**config.mk**
```make
export PLATFORM = sky130hd
export DESIGN_NAME = ipd_doorbell
export DESIGN_NICKNAME = d
export VERILOG_FILES = /design/src/common/ipd_pkg.sv /design/src/ipd_doorbell.sv /design/src/ipd_source_bank.sv
export SDC_FILE = /design/constraint.sdc
export NUM_CORES = 1
export LEC_CHECK = 0
export BUFFER_PORTS_ARGS = -buffer_cell sky130_fd_sc_hd__buf_2
export CAP_MARGIN = 20
export CORE_ASPECT_RATIO = 1.5
export CORE_MARGIN = 2
export CORE_UTILIZATION = 63
export CTS_CLUSTER_SIZE = 40
export DETAILED_ROUTE_END_ITERATION = 12
export PLACE_DENSITY = 0.95
export REMOVE_ABC_BUFFERS = 1
export SYNTH_ARGS = -nofsm -noshare
export SYNTH_HDL_FRONTEND = slang
export SYNTH_SLANG_ARGS = --single-unit
```
**constraint.sdc**
```tcl
create_clock -name aclk -period 7.2 [get_ports aclk]
set_input_delay 1.44 -clock aclk [delete_from_list [all_inputs] [get_ports aclk]]
set_output_delay 1.44 -clock aclk [all_outputs]
set_load 0.01 [all_outputs]
```
**src/common/ipd_pkg.sv**
```systemverilog
// Purpose: Shared constants and carrier types for the doorbell block.
// Assumes: 32-bit AXI4-Lite register bus, one word per register.
// Notes: Offsets are byte addresses.
package ipd_pkg;

  localparam int unsigned IPD_NUM_SOURCES = 32;
  localparam int unsigned IPD_ADDR_W = 5;

  localparam logic [4:0] IPD_OFF_PENDING_SET = 5'h00;
  localparam logic [4:0] IPD_OFF_PENDING_CLEAR = 5'h04;
  localparam logic [4:0] IPD_OFF_PENDING_STATE = 5'h08;
  localparam logic [4:0] IPD_OFF_MASK_ENABLE = 5'h0c;
  localparam logic [4:0] IPD_OFF_MASK_DISABLE = 5'h10;
  localparam logic [4:0] IPD_OFF_MASK_STATE = 5'h14;
  localparam logic [4:0] IPD_OFF_ACTIVE_STATUS = 5'h18;

  localparam logic [31:0] IPD_RST_PENDING = 32'h0000_0000;
  localparam logic [31:0] IPD_RST_MASK = 32'h0000_0000;

  localparam logic [1:0] IPD_RESP_OKAY = 2'h0;
  localparam logic [1:0] IPD_RESP_SLVERR = 2'h2;

  // One decoded register write, presented to the source bank.
  typedef struct packed {
    logic set_pend;
    logic clr_pend;
    logic en_mask;
    logic dis_mask;
    logic [31:0] data;
    logic [3:0] strb;
  } ipd_wcmd_t;

  // State of the source bank.
  typedef struct packed {
    logic [31:0] pending;
    logic [31:0] mask;
    logic irq;
  } ipd_bank_t;

  typedef enum logic [1:0] {
    IPD_W_IDLE = 2'b00,
    IPD_W_RESP = 2'b01
  } ipd_wstate_t;

  typedef enum logic [1:0] {
    IPD_R_IDLE = 2'b00,
    IPD_R_DATA = 2'b01
  } ipd_rstate_t;

endpackage : ipd_pkg

```
**src/ipd_doorbell.sv**
```systemverilog
// Purpose: Inter-processor doorbell with 32 sources behind AXI4-Lite.
// Assumes: One clock, synchronous active-low reset.
// Notes: Single outstanding write and read; answers take one cycle.
//
// Operation
// - Thirty-two sources, source n at bit n of every register.
// - Interrupt output is the OR of all pending and enabled sources.
// - Writing one to set command bit n makes source n pending.
// - Writing one to clear command bit n removes pending of source n.
// - Pending register reads pending bits and resets to zero.
// - Writing one to enable command bit n sets mask bit n.
// - Writing one to disable command bit n clears mask bit n.
// - Mask register reads mask bits and resets to zero.
// - Status register reads pending AND mask and resets to zero.
// - One enable or disable write changes any subset of mask bits.
// - Masked sources never affect the output but stay pending.
`timescale 1ns/1ps
`default_nettype none
module ipd_doorbell (
  input wire logic aclk,
  input wire logic aresetn,
  input wire logic [4:0] s_axi_awaddr,
  input wire logic [2:0] s_axi_awprot,
  input wire logic s_axi_awvalid,
  output logic s_axi_awready,
  input wire logic [31:0] s_axi_wdata,
  input wire logic [3:0] s_axi_wstrb,
  input wire logic s_axi_wvalid,
  output logic s_axi_wready,
  output logic [1:0] s_axi_bresp,
  output logic s_axi_bvalid,
  input wire logic s_axi_bready,
  input wire logic [4:0] s_axi_araddr,
  input wire logic [2:0] s_axi_arprot,
  input wire logic s_axi_arvalid,
  output logic s_axi_arready,
  output logic [31:0] s_axi_rdata,
  output logic [1:0] s_axi_rresp,
  output logic s_axi_rvalid,
  input wire logic s_axi_rready,
  output logic irq
);
  import ipd_pkg::*;

  typedef struct packed {
    ipd_wstate_t wst;
    logic aw_held;
    logic [4:0] awaddr;
    logic w_held;
    logic [31:0] wdata;
    logic [3:0] wstrb;
    logic awready;
    logic wready;
    logic bvalid;
    logic [1:0] bresp;
    ipd_rstate_t rst;
    logic arready;
    logic rvalid;
    logic [31:0] rdata;
    logic [1:0] rresp;
  } ipd_bus_t;

  ipd_bus_t st;
  ipd_bus_t next_st;
  ipd_wcmd_t cmd;
  ipd_bank_t bank;
  logic aw_take;
  logic w_take;
  logic [4:0] waddr_eff;
  logic [31:0] wdata_eff;
  logic [3:0] wstrb_eff;
  logic wfire;

  // Only aligned words in the mapped range answer OKAY.
  function automatic logic addr_ok(input logic [4:0] a, input logic wr);
    logic ok;
    ok = 1'b0;
    if (a[1:0] == 2'h0) begin
      case (a)
        IPD_OFF_PENDING_SET, IPD_OFF_PENDING_CLEAR,
        IPD_OFF_MASK_ENABLE, IPD_OFF_MASK_DISABLE: ok = 1'b1;
        IPD_OFF_PENDING_STATE, IPD_OFF_MASK_STATE,
        IPD_OFF_ACTIVE_STATUS: ok = !wr;
        default: ok = 1'b0;
      endcase
    end
    return ok;
  endfunction : addr_ok

  ipd_source_bank u_bank (
    .aclk(aclk),
    .aresetn(aresetn),
    .cmd(cmd),
    .bank(bank)
  );

  always_comb begin
    next_st = st;
    aw_take = s_axi_awvalid && st.awready;
    w_take = s_axi_wvalid && st.wready;
    waddr_eff = st.aw_held ? st.awaddr : s_axi_awaddr;
    wdata_eff = st.w_held ? st.wdata : s_axi_wdata;
    wstrb_eff = st.w_held ? st.wstrb : s_axi_wstrb;
    wfire = 1'b0;
    cmd = '0;

    case (st.wst)
      IPD_W_IDLE: begin
        if (aw_take) begin
          next_st.aw_held = 1'b1;
          next_st.awaddr = s_axi_awaddr;
          next_st.awready = 1'b0;
        end
        if (w_take) begin
          next_st.w_held = 1'b1;
          next_st.wdata = s_axi_wdata;
          next_st.wstrb = s_axi_wstrb;
          next_st.wready = 1'b0;
        end
        // Address and data may arrive in either order.
        if ((st.aw_held || aw_take) && (st.w_held || w_take)) begin
          wfire = 1'b1;
          next_st.aw_held = 1'b0;
          next_st.w_held = 1'b0;
          next_st.awready = 1'b0;
          next_st.wready = 1'b0;
          next_st.bvalid = 1'b1;
          next_st.bresp = addr_ok(waddr_eff, 1'b1) ? IPD_RESP_OKAY
                                                   : IPD_RESP_SLVERR;
          next_st.wst = IPD_W_RESP;
        end
      end
      IPD_W_RESP: begin
        if (s_axi_bready) begin
          next_st.bvalid = 1'b0;
          next_st.awready = 1'b1;
          next_st.wready = 1'b1;
          next_st.wst = IPD_W_IDLE;
        end
      end
      default: begin
        next_st.wst = IPD_W_IDLE;
      end
    endcase

    if (wfire) begin
      cmd.data = wdata_eff;
      cmd.strb = wstrb_eff;
      cmd.set_pend = (waddr_eff == IPD_OFF_PENDING_SET);
      cmd.clr_pend = (waddr_eff == IPD_OFF_PENDING_CLEAR);
      cmd.en_mask = (waddr_eff == IPD_OFF_MASK_ENABLE);
      cmd.dis_mask = (waddr_eff == IPD_OFF_MASK_DISABLE);
    end

    case (st.rst)
      IPD_R_IDLE: begin
        if (s_axi_arvalid && st.arready) begin
          next_st.arready = 1'b0;
          next_st.rvalid = 1'b1;
          next_st.rresp = addr_ok(s_axi_araddr, 1'b0) ? IPD_RESP_OKAY
                                                      : IPD_RESP_SLVERR;
          // Reads never touch the bank, so command offsets are harmless.
          case (s_axi_araddr)
            IPD_OFF_PENDING_STATE: next_st.rdata = bank.pending;
            IPD_OFF_MASK_STATE: next_st.rdata = bank.mask;
            IPD_OFF_ACTIVE_STATUS: begin
              next_st.rdata = bank.pending & bank.mask;
            end
            default: next_st.rdata = 32'h0000_0000;
          endcase
          next_st.rst = IPD_R_DATA;
        end
      end
      IPD_R_DATA: begin
        if (s_axi_rready) begin
          next_st.rvalid = 1'b0;
          next_st.arready = 1'b1;
          next_st.rst = IPD_R_IDLE;
        end
      end
      default: begin
        next_st.rst = IPD_R_IDLE;
      end
    endcase
  end

  always_ff @(posedge aclk) begin
    if (!aresetn) begin
      st <= '0;
      st.wst <= IPD_W_IDLE;
      st.rst <= IPD_R_IDLE;
      st.awready <= 1'b1;
      st.wready <= 1'b1;
      st.arready <= 1'b1;
    end else begin
      st <= next_st;
    end
  end

  assign s_axi_awready = st.awready;
  assign s_axi_wready = st.wready;
  assign s_axi_bvalid = st.bvalid;
  assign s_axi_bresp = st.bresp;
  assign s_axi_arready = st.arready;
  assign s_axi_rvalid = st.rvalid;
  assign s_axi_rdata = st.rdata;
  assign s_axi_rresp = st.rresp;
  assign irq = bank.irq;
endmodule : ipd_doorbell
`default_nettype wire

```
**src/ipd_source_bank.sv**
```systemverilog
// Purpose: Pending and mask bits for the doorbell sources, with output.
// Assumes: Write commands arrive as one-cycle strobes on the same clock.
// Notes: Byte strobes gate which command bits take effect.
`timescale 1ns/1ps
`default_nettype none
module ipd_source_bank (
  input wire logic aclk,
  input wire logic aresetn,
  input wire ipd_pkg::ipd_wcmd_t cmd,
  output ipd_pkg::ipd_bank_t bank
);
  import ipd_pkg::*;

  ipd_bank_t state;
  ipd_bank_t next_state;
  logic [31:0] bits;

  function automatic logic [31:0] strb_mask(input logic [3:0] strb);
    logic [31:0] m;
    m = 32'h0000_0000;
    for (int i = 0; i < 4; i++) begin
      m[i*8 +: 8] = {8{strb[i]}};
    end
    return m;
  endfunction : strb_mask

  always_comb begin
    next_state = state;
    bits = cmd.data & strb_mask(cmd.strb);
    // Only ones act; zeros leave each source alone.
    if (cmd.set_pend) begin
      next_state.pending = state.pending | bits;
    end
    if (cmd.clr_pend) begin
      next_state.pending = state.pending & ~bits;
    end
    // Whole subsets change in one write, no read-modify-write.
    if (cmd.en_mask) begin
      next_state.mask = state.mask | bits;
    end
    if (cmd.dis_mask) begin
      next_state.mask = state.mask & ~bits;
    end
    // Masked sources keep their pending bit but never reach the output.
    next_state.irq = |(next_state.pending & next_state.mask);
  end

  always_ff @(posedge aclk) begin
    if (!aresetn) begin
      state.pending <= IPD_RST_PENDING;
      state.mask <= IPD_RST_MASK;
      state.irq <= 1'b0;
    end else begin
      state <= next_state;
    end
  end

  assign bank = state;
endmodule : ipd_source_bank
`default_nettype wire

```
Yosys cells after proc, flatten, opt, wreduce, memory -nomap -nowiden. Cells that the tools add are included.

Reduce and logical (&&, ||, !) cells: 31. Bitwise gates (word level): 8. Eq/ne operators: 17. Multiplexer cells: 36.

Operators by type and width (count): $and 32x32->32 (5); $mux 32 (5); $pmux 32 s3 (1); $or 32x32->32 (2); $mux 40 (1); $mux 38 (1); $mux 37 (1); $not 32->32 (1); $reduce_or 32->1 (1); $eq 5x5->1 const B (4); $reduce_and 2->1 (8); $eq 5x4->1 const B (3); $mux 1 (13); $pmux 2 s2 (3); $reduce_and 3->1 (4); $eq 5x3->1 const B (2); $logic_not 5->1 (2); $mux 5 (2); $logic_not 2->1 (4); $mux 4 (2); $ne 2x2->1 const B (4); $reduce_bool 2->1 (4); $reduce_or 7->1 (1); $mux 2 (3); 8 further kinds (15).

Word-level logic and storage cells: 110. Register bits: 153. Output and inout bits: 42.

Logic depth before layout (Yosys ltp). Gate-level depths: netlist (run 1).

Word-level depth: 12. Gate-level depth with buffers: 10. Mapped depth without buffers: 7.

By module. From an unflattened synthesis (run 1), not the netlist that was laid out.

Cell total of the unflattened synthesis: 883. Area total of the unflattened synthesis: 7611.0 µm².

Modules (own cells, without submodules): ipd_doorbell (cells each 574, times used 1, area an instance 4800.9 µm², sequential area each 1681.6 µm²); ipd_source_bank (cells each 309, times used 1, area an instance 2810.2 µm², sequential area each 1301.2 µm²).

Least setup slack after synthesis (run 1). Ideal clock, no wire load.

Path type: input-to-reg. From: input s_axi_wvalid. To: register u_bank.bank[0] (netlist name). Required time: 7.075 ns. Arrival time: 3.345 ns. Slack: 3.730 ns. Path buffers: 2. Library setup time: 0.125 ns. Stages: 9. Cells stage by stage: a21oi_2 or3_1 buf_2 nor4_4 buf_2 a21oi_1 a22oi_1 nand4_1 o41a_1.

Word-level cells in the longest chain between the ends: 12. Elaborated cells on any way between the ends: 18. Those cells by class: mux: 7; bitwise: 7; reduce/logical: 4.

RTL lines: start, declared (RTL line ipd_doorbell.sv:28) `input wire logic s_axi_wvalid,`; $logic_and 1x1->1 * (RTL line ipd_doorbell.sv:100) `w_take = s_axi_wvalid && st.wready;`; $logic_or 1x1->1 * (RTL line ipd_doorbell.sv:121) `if ((st.aw_held || aw_take) && (st.w_held || w_take)) begin`; $logic_and 1x1->1 * (RTL line ipd_doorbell.sv:121); $mux 1 * (RTL line ipd_doorbell.sv:121); $mux 1 * (RTL line ipd_doorbell.sv:107) `case (st.wst)`; $mux 40 * (RTL line ipd_doorbell.sv:146) `if (wfire) begin`; $and 32x32->32 (RTL line ipd_source_bank.sv:29) `bits = cmd.data & strb_mask(cmd.strb);`; $or 32x32->32, or another cell as far along (RTL line ipd_source_bank.sv:32) `next_state.pending = state.pending | bits;`; $mux 32, or another cell as far along (RTL line ipd_source_bank.sv:31) `if (cmd.set_pend) begin`; $mux 32 (on tied branches) (RTL line ipd_source_bank.sv:34, ipd_source_bank.sv:41); $and 32x32->32 * (RTL line ipd_source_bank.sv:45) `next_state.irq = |(next_state.pending & next_state.mask);`; $reduce_or 32->1 * (RTL line ipd_source_bank.sv:45).

Every way passes the cells marked *; elsewhere a longest branch is shown, timed or not. A chain may end at the register's enable or synchronous reset.

Worst setup path after layout (run 1).
From: input s_axi_wvalid. To: register u_bank.bank[0] (netlist name).

Word-level cells in the longest chain between the ends: 12. Elaborated cells on any way between the ends: 18. Those cells by class: mux: 7; bitwise: 7; reduce/logical: 4.

RTL lines (RTL line): $logic_and 1x1->1 * (ipd_doorbell.sv:100); $logic_or 1x1->1 * (ipd_doorbell.sv:121); $logic_and 1x1->1 * (ipd_doorbell.sv:121); $mux 1 * (ipd_doorbell.sv:121); $mux 1 * (ipd_doorbell.sv:107); $mux 40 * (ipd_doorbell.sv:146); $and 32x32->32 (ipd_source_bank.sv:29); $or 32x32->32, or another cell as far along (ipd_source_bank.sv:32); $mux 32, or another cell as far along (ipd_source_bank.sv:31); $mux 32 (on tied branches) (ipd_source_bank.sv:34, ipd_source_bank.sv:41); $and 32x32->32 * (ipd_source_bank.sv:45); $reduce_or 32->1 * (ipd_source_bank.sv:45).

Marks and branches as above.

==> results of run 1 <==
==> flip-flops by register name (all words and copies together), names as in the netlist <==
| name | flops |
|---|---|
| s_axi_rresp | 1 |
| u_bank.bank | 65 |
| s_axi_rvalid | 1 |
| s_axi_rdata | 32 |
| s_axi_awready | 1 |
| s_axi_bvalid | 1 |
| s_axi_arready | 1 |
| s_axi_bresp | 1 |
| s_axi_wready | 1 |
| st | 45 |
==> power by group through the flow <==
stage                     registers, W  clock network (W)  logic, W
final                         0.000867           0.000882  0.000229
after global routing          0.000870           0.000918  0.000248
after floorplan               0.000887                  0  0.000123
after detailed placement      0.000884                  0  0.000217
after CTS                     0.000867           0.000885  0.000221
after global placement        0.000882                  0  0.000210
==> worst max-delay path by stage <==
stage	start	end	slack, ns	cells past startpoint
floorplan	s_axi_araddr[2]	s_axi_rdata[31]	2.55	4
global placement	s_axi_wvalid	u_bank.bank[0]	2.82	9
detailed placement	s_axi_wvalid	u_bank.bank[0]	2.74	9
CTS	s_axi_wvalid	u_bank.bank[0]	3.21	9
finish	s_axi_wvalid	u_bank.bank[0]	3.15	9
global route	s_axi_wvalid	u_bank.bank[0]	3.08	9
==> routing by layer <==
layer  track usage [%]  part of all wire (%)  vias to the layer above
li1                  -                     -                     3198
met1              35.5                    37                     3287
met2              50.2                    49                      421
met3              7.15                   8.0                      119
met4              18.4                   5.4                        0
met5                 0                     0                        -
==> metrics by stage <==
stage / hold WS [ns] / utilization, % / power (W) / cells
6_report: 0.460 / 71.1 / 0.00198 / 1070
2_1_floorplan: 0.440 / - / 0.00101 / 780
5_1_grt: 0.481 / 71.1 / 0.00204 / 1070
4_1_cts: 0.469 / 70.8 / 0.00197 / 1068
3_5_place_dp: 0.461 / 65.9 / 0.00110 / 1037
3_3_place_gp: 0.450 / 65.9 / 0.00109 / 1037
==> cells in the mapped netlist, types with 2 or more instances <==
library cell  number  area (um^2)
a41oi_1           64          561
inv_1              5         18.8
a21oi_1           69          345
dfxtp_1          149         2980
o21ai_0           36          180
o221a_2            2         22.5
nand3_1            2         10.0
mux2i_1           10          100
nor4_1             4         25.0
a31oi_1            3         18.8
a32oi_1           32          280
buf_4             38          285
buf_6              6         67.6
nand2b_1          34          213
a21boi_0          40          300
nand2_1          111          417
nor4b_1            2         17.5
nand3b_1           2         15.0
and2_1           128          801
a22oi_1           16          120
nor2_1             6         22.5
a21oi_2            3         26.3
buf_2              8         40.0
mux2_2            32          360
nor3b_1            2         15.0
nor3_1             4         20.0
nor2b_1            6         37.5
clkbuf_1          57          214
nand4_1            4         25.0
==> layout make-up <==
cell class / instances / area, um^2
timing repair buffer: 106 / 596
sequential: 149 / 2980
clock buffer: 22 / 484
tap: 153 / 191
inverter: 5 / 18.8
clock inverter: 9 / 101
fill: 836 / 3450
multi-input combinational: 626 / 4130
==> critical path, delay by kind of cell <==
family	cells	cell delay, ns
AO/OA/AOI/OAI	4	1.02
buffers and inverters	2	0.52
AND/OR/NAND/NOR	3	1.34
==> logic make-up (layout without fill, tap and decap cells) <==
group,after synthesis,count (layout)
AND/OR/NAND/NOR,311,311
AO/OA/AOI/OAI,271,271
flip-flops,149,149
buffers and inverters,115,142
multiplexers,42,42
other,1,2
==> results.tsv, run 1 <==
metric	value	unit
status	finished clean	
numCtsBuffers	17	
grt_first_pass_wirelength	32.2	mm
skew	0.00963	ns
grt_max_degree	150	
critPathCaptureType	flip-flop	
p_int	0.00147	W
avgRoutedWirePerCell	18.5	um
num_io_pins	101	
hpwl	11.4	mm
yosys.area_share.simple	21.9	%
min_from	st[66]	
routed_via_density	6.57	
critPathLaunchType	input pin	
clkTransAtPathRegs	0.06	ns
synth_compound_area_share	25.0	%
dpl_cell_area	7880	um^2
p_clk_share	44.6	%
min_path_cells	2	
max-vdd-ir-drop	0.178	mV
synth_xor_area_share	0	%
setup_viol	0	
cts_buffer_depth	2	
layout.nets	964	
antenna_cells	0	
syn-instance-count	889	
synth_edf_count	0	
fin_crit	4.05	ns
synth.yosys.seq_area_share	38.8	%
async_flop_share	0	%
cap_viol_max_count	0	
gr-usage-all-layers	30.5	%
start_util	64.2	%
first_iter_violations	743	
synthAdderAreaFrac	0	%
critical_path_arrival	4.35	ns
avgSynthCellArea	8.64	um^2
fin_crit_sh	56.2	%
vias	7025	
cts_max_level	4	
relSlewSlack	32.4	%
r2r_cells	8	
final.setup.tns	0	ns
grt_pass1_vias	6890	
syn_to_final_growth	10.7	%
drc	0	
rsz0062_at_grt	no	
clkLatencyLatePin	0.43	ns
drive_above_1_share	20.3	%
drv_slew	0	
fin_ws	3.15	ns
cts-resized-gates	0	
ctsHoldBuffers	0	
p_sw_share	25.7	%
postLayoutCellArea	8500	um^2
p_per_area	233	nW/um^2
rrSetupSlack	3.54	ns
cpPeakStageDelay	0.59	ns
p_seq_share	43.8	%
finalWeightedCongestion	0.769	
layout_common_cells	149 x dfxtp_1, 128 x and2_1, 111 x nand2_1	
layout_commonest_cell	dfxtp_1	
die_area	13100	um^2
numClockSinks	149	
place_ws	2.74	ns
cts_tree	yes	
holdPathEnd	st[66]	
hold_path_class	reg -> reg	
netSwitchingPower	0.000509	W
crit_required	7.50	ns
muxShareOfSynthArea	6.00	%
die-width	94.2	um
worst_slew_pin_slew	1.01	ns
synthFlopType	dfxtp_1	
hold_viol	0	
reg2reg_from	st[85]	
path_max_fanout	25	
antenna_found_initial	0	
ys_types	43	
port_buffers	92	
power_leakage	3.30	nW
rr_endpoint	u_bank.bank[0]	
clockRootBuffer	clkbuf_16	
synth_top_family_by_area	compound AO/OA/AOI/OAI gates	
row_count	49	
critPathKind	in -> reg	
critical-path-slowest-cell	nor4_4	
dr.pass1.iters	6	
grt.overflow.total	0	
path_cells	buf_2 > a21oi_2 > or3_1 > nor4_4 > buf_4 > a21oi_1 > a22oi_1 > nand4_1 > o41a_1	
ant_nets	0	
timing.fmax	247	MHz
power_frac_comb	11.6	%
routed_wl	19.8	mm
ys_ff_latch	149	
syn_area	7680	um^2
post-cts-setup-buffers	0	
design.core.area	12000	um^2
yosys_warnings	0	
die-height	139	um
Power figures use the tool's default switching activity.
==> run 2, diff against run 1 <==
--- a/config.mk
+++ b/config.mk
@@ -9,10 +9,10 @@
 export CAP_MARGIN = 20
 export CORE_ASPECT_RATIO = 1.5
 export CORE_MARGIN = 2
-export CORE_UTILIZATION = 63
+export CORE_UTILIZATION = 53
 export CTS_CLUSTER_SIZE = 40
 export DETAILED_ROUTE_END_ITERATION = 12
-export PLACE_DENSITY = 0.95
+export PLACE_DENSITY = 0.87
 export REMOVE_ABC_BUFFERS = 1
 export SYNTH_ARGS = -nofsm -noshare
 export SYNTH_HDL_FRONTEND = slang
==> constraint.sdc (replaced) <==
create_clock -name aclk -period 3.25 [get_ports aclk]
set_input_delay 0.65 -clock aclk [delete_from_list [all_inputs] [get_ports aclk]]
set_output_delay 0.65 -clock aclk [all_outputs]
set_load 0.01 [all_outputs]
==> run 2 against run 1 <==
Clock skew is 0.0033 ns lower. Global-route usage down 4.7 points. Combinational power grew 130%. Flip-flop and latch count unchanged. Final cell count up 4.9%. First-iteration DRC count shrank 31%. Count of clock-buffer cells in the layout up 2. Critical path depth down 1. Critical endpoint unchanged. Highest routed layer unchanged.
==> results.tsv, run 2 (synthesis gave the netlist of run 1 again) <==
metric	value	unit
ctsHoldBuffers	0	
vias	6800	
path_max_fanout	32	
gr-usage-all-layers	25.9	%
layout.nets	976	
grt_max_degree	80	
cts_max_level	4	
p_per_area	532	nW/um^2
final.setup.tns	0	ns
fin_crit	2.86	ns
crit_required	3.56	ns
dr.pass1.iters	8	
rsz0062_at_grt	no	
rrSetupSlack	0.39	ns
clkLatencyLatePin	0.43	ns
cts_tree	yes	
cts_buffer_depth	2	
drv_slew	0	
clockRootBuffer	clkbuf_16	
relSlewSlack	34.1	%
numCtsBuffers	17	
largest_reg_flops	65	
routed_wl	19.7	mm
fin_crit_sh	88.0	%
grt.overflow.total	0	
power_leakage	3.40	nW
syn_to_final_growth	13.9	%
port_buffers	92	
setup_viol	0	
start_util	54.4	%
grt_pass1_vias	6740	
timing.fmax	350	MHz
numClockSinks	149	
stdcell_count	1122	
cap_viol_max_count	0	
die-width	102	um
status	finished clean	
hpwl	12.1	mm
fin_ws	0.391	ns
drive_above_1_share	21.3	%
post-cts-setup-buffers	0	
critical_path_arrival	3.17	ns
routed_via_density	6.06	
finalWeightedCongestion	0.837	
max-vdd-ir-drop	0.353	mV
die_area	15500	um^2
layout_commonest_cell	dfxtp_1	
critPathCaptureType	flip-flop	
worst_hold_slack	0.461	ns
design.core.area	14100	um^2
drc	0	
worst_slew_pin_slew	0.985	ns
first_iter_violations	514	
row_count	53	
placed_cells	1090	
layout_common_cells	148 x dfxtp_1, 128 x and2_1, 111 x nand2_1	
skew	0.00632	ns
clkTransAtPathRegs	0.06	ns
antenna_cells	0	
critPathKind	reg -> reg	
grt_first_pass_wirelength	31.7	mm
antenna_found_initial	0	
hold_path_class	reg -> reg	
die-height	151	um
ant_nets	0	
avgRoutedWirePerCell	17.5	um
num_io_pins	101	
place_ws	0.156	ns
critPathLaunchType	flip-flop	
hold_viol	0	
cts-resized-gates	0	
run 2: cell types whose count changed in the layout (fill, tap and decap cells not counted), moves of 2 or more:
cell / previous run / this run
buf_12: 0 / 5
buf_4: 13 / 22
bufinv_16: 2 / 5
clkbuf_1: 1 / 3
clkinv_2: 5 / 2
run 2: final timing paths:
path	startpoint	endpoint	cells after the start
worst max-delay path	st[85]	u_bank.bank[0]	8
worst min register to register	st[69]	st[69]	2
worst max register to register	st[85]	u_bank.bank[0]	8
worst min-delay path	st[69]	st[69]	2
run 2: cell type report:
class / instances / area, um^2
fillers: 1131 / 5380
multi-input cells: 626 / 4130
flip-flops and latches: 149 / 2980
repair buffers: 118 / 721
clock buffers: 24 / 492
well taps: 192 / 240
clock inverters: 8 / 169
inverters: 5 / 18.8
run 2: metrics by stage:
step | util [%] | total power, W | area, um^2
6_report | 61.9 | 0.00465 | 8750
5_1_grt | 61.9 | 0.00478 | 8750
4_1_cts | 61.9 | 0.00464 | 8750
3_5_place_dp | 57.3 | 0.00247 | 8090
3_3_place_gp | 57.3 | 0.00246 | 8090
2_1_floorplan | - | 0.00224 | 7070
run 2: where the power goes:
group	internal, W	total (W)	switching, W
clock network	0.00144	0.00221	0.000762
logic	0.000192	0.000532	0.000340
registers	0.00188	0.00192	0.0000371
run 2: critical path, stage by stage (launching register included):
cell and delay (ns):
dfxtp_1 0.51, a21oi_2 0.13, or3_1 0.46, nor4_4 0.39, buf_12 0.25, a21oi_1 0.11
a22oi_1 0.23, nand4_1 0.21, o41a_1 0.45
run 2: layer usage:
layer	GRT usage, %	vias to the layer above	wire [um]
li1	-	3223	-
met1	30.3	3210	7730
met2	43.9	296	9800
met3	5.54	71	1380
met4	13.4	0	751
met5	0	-	0
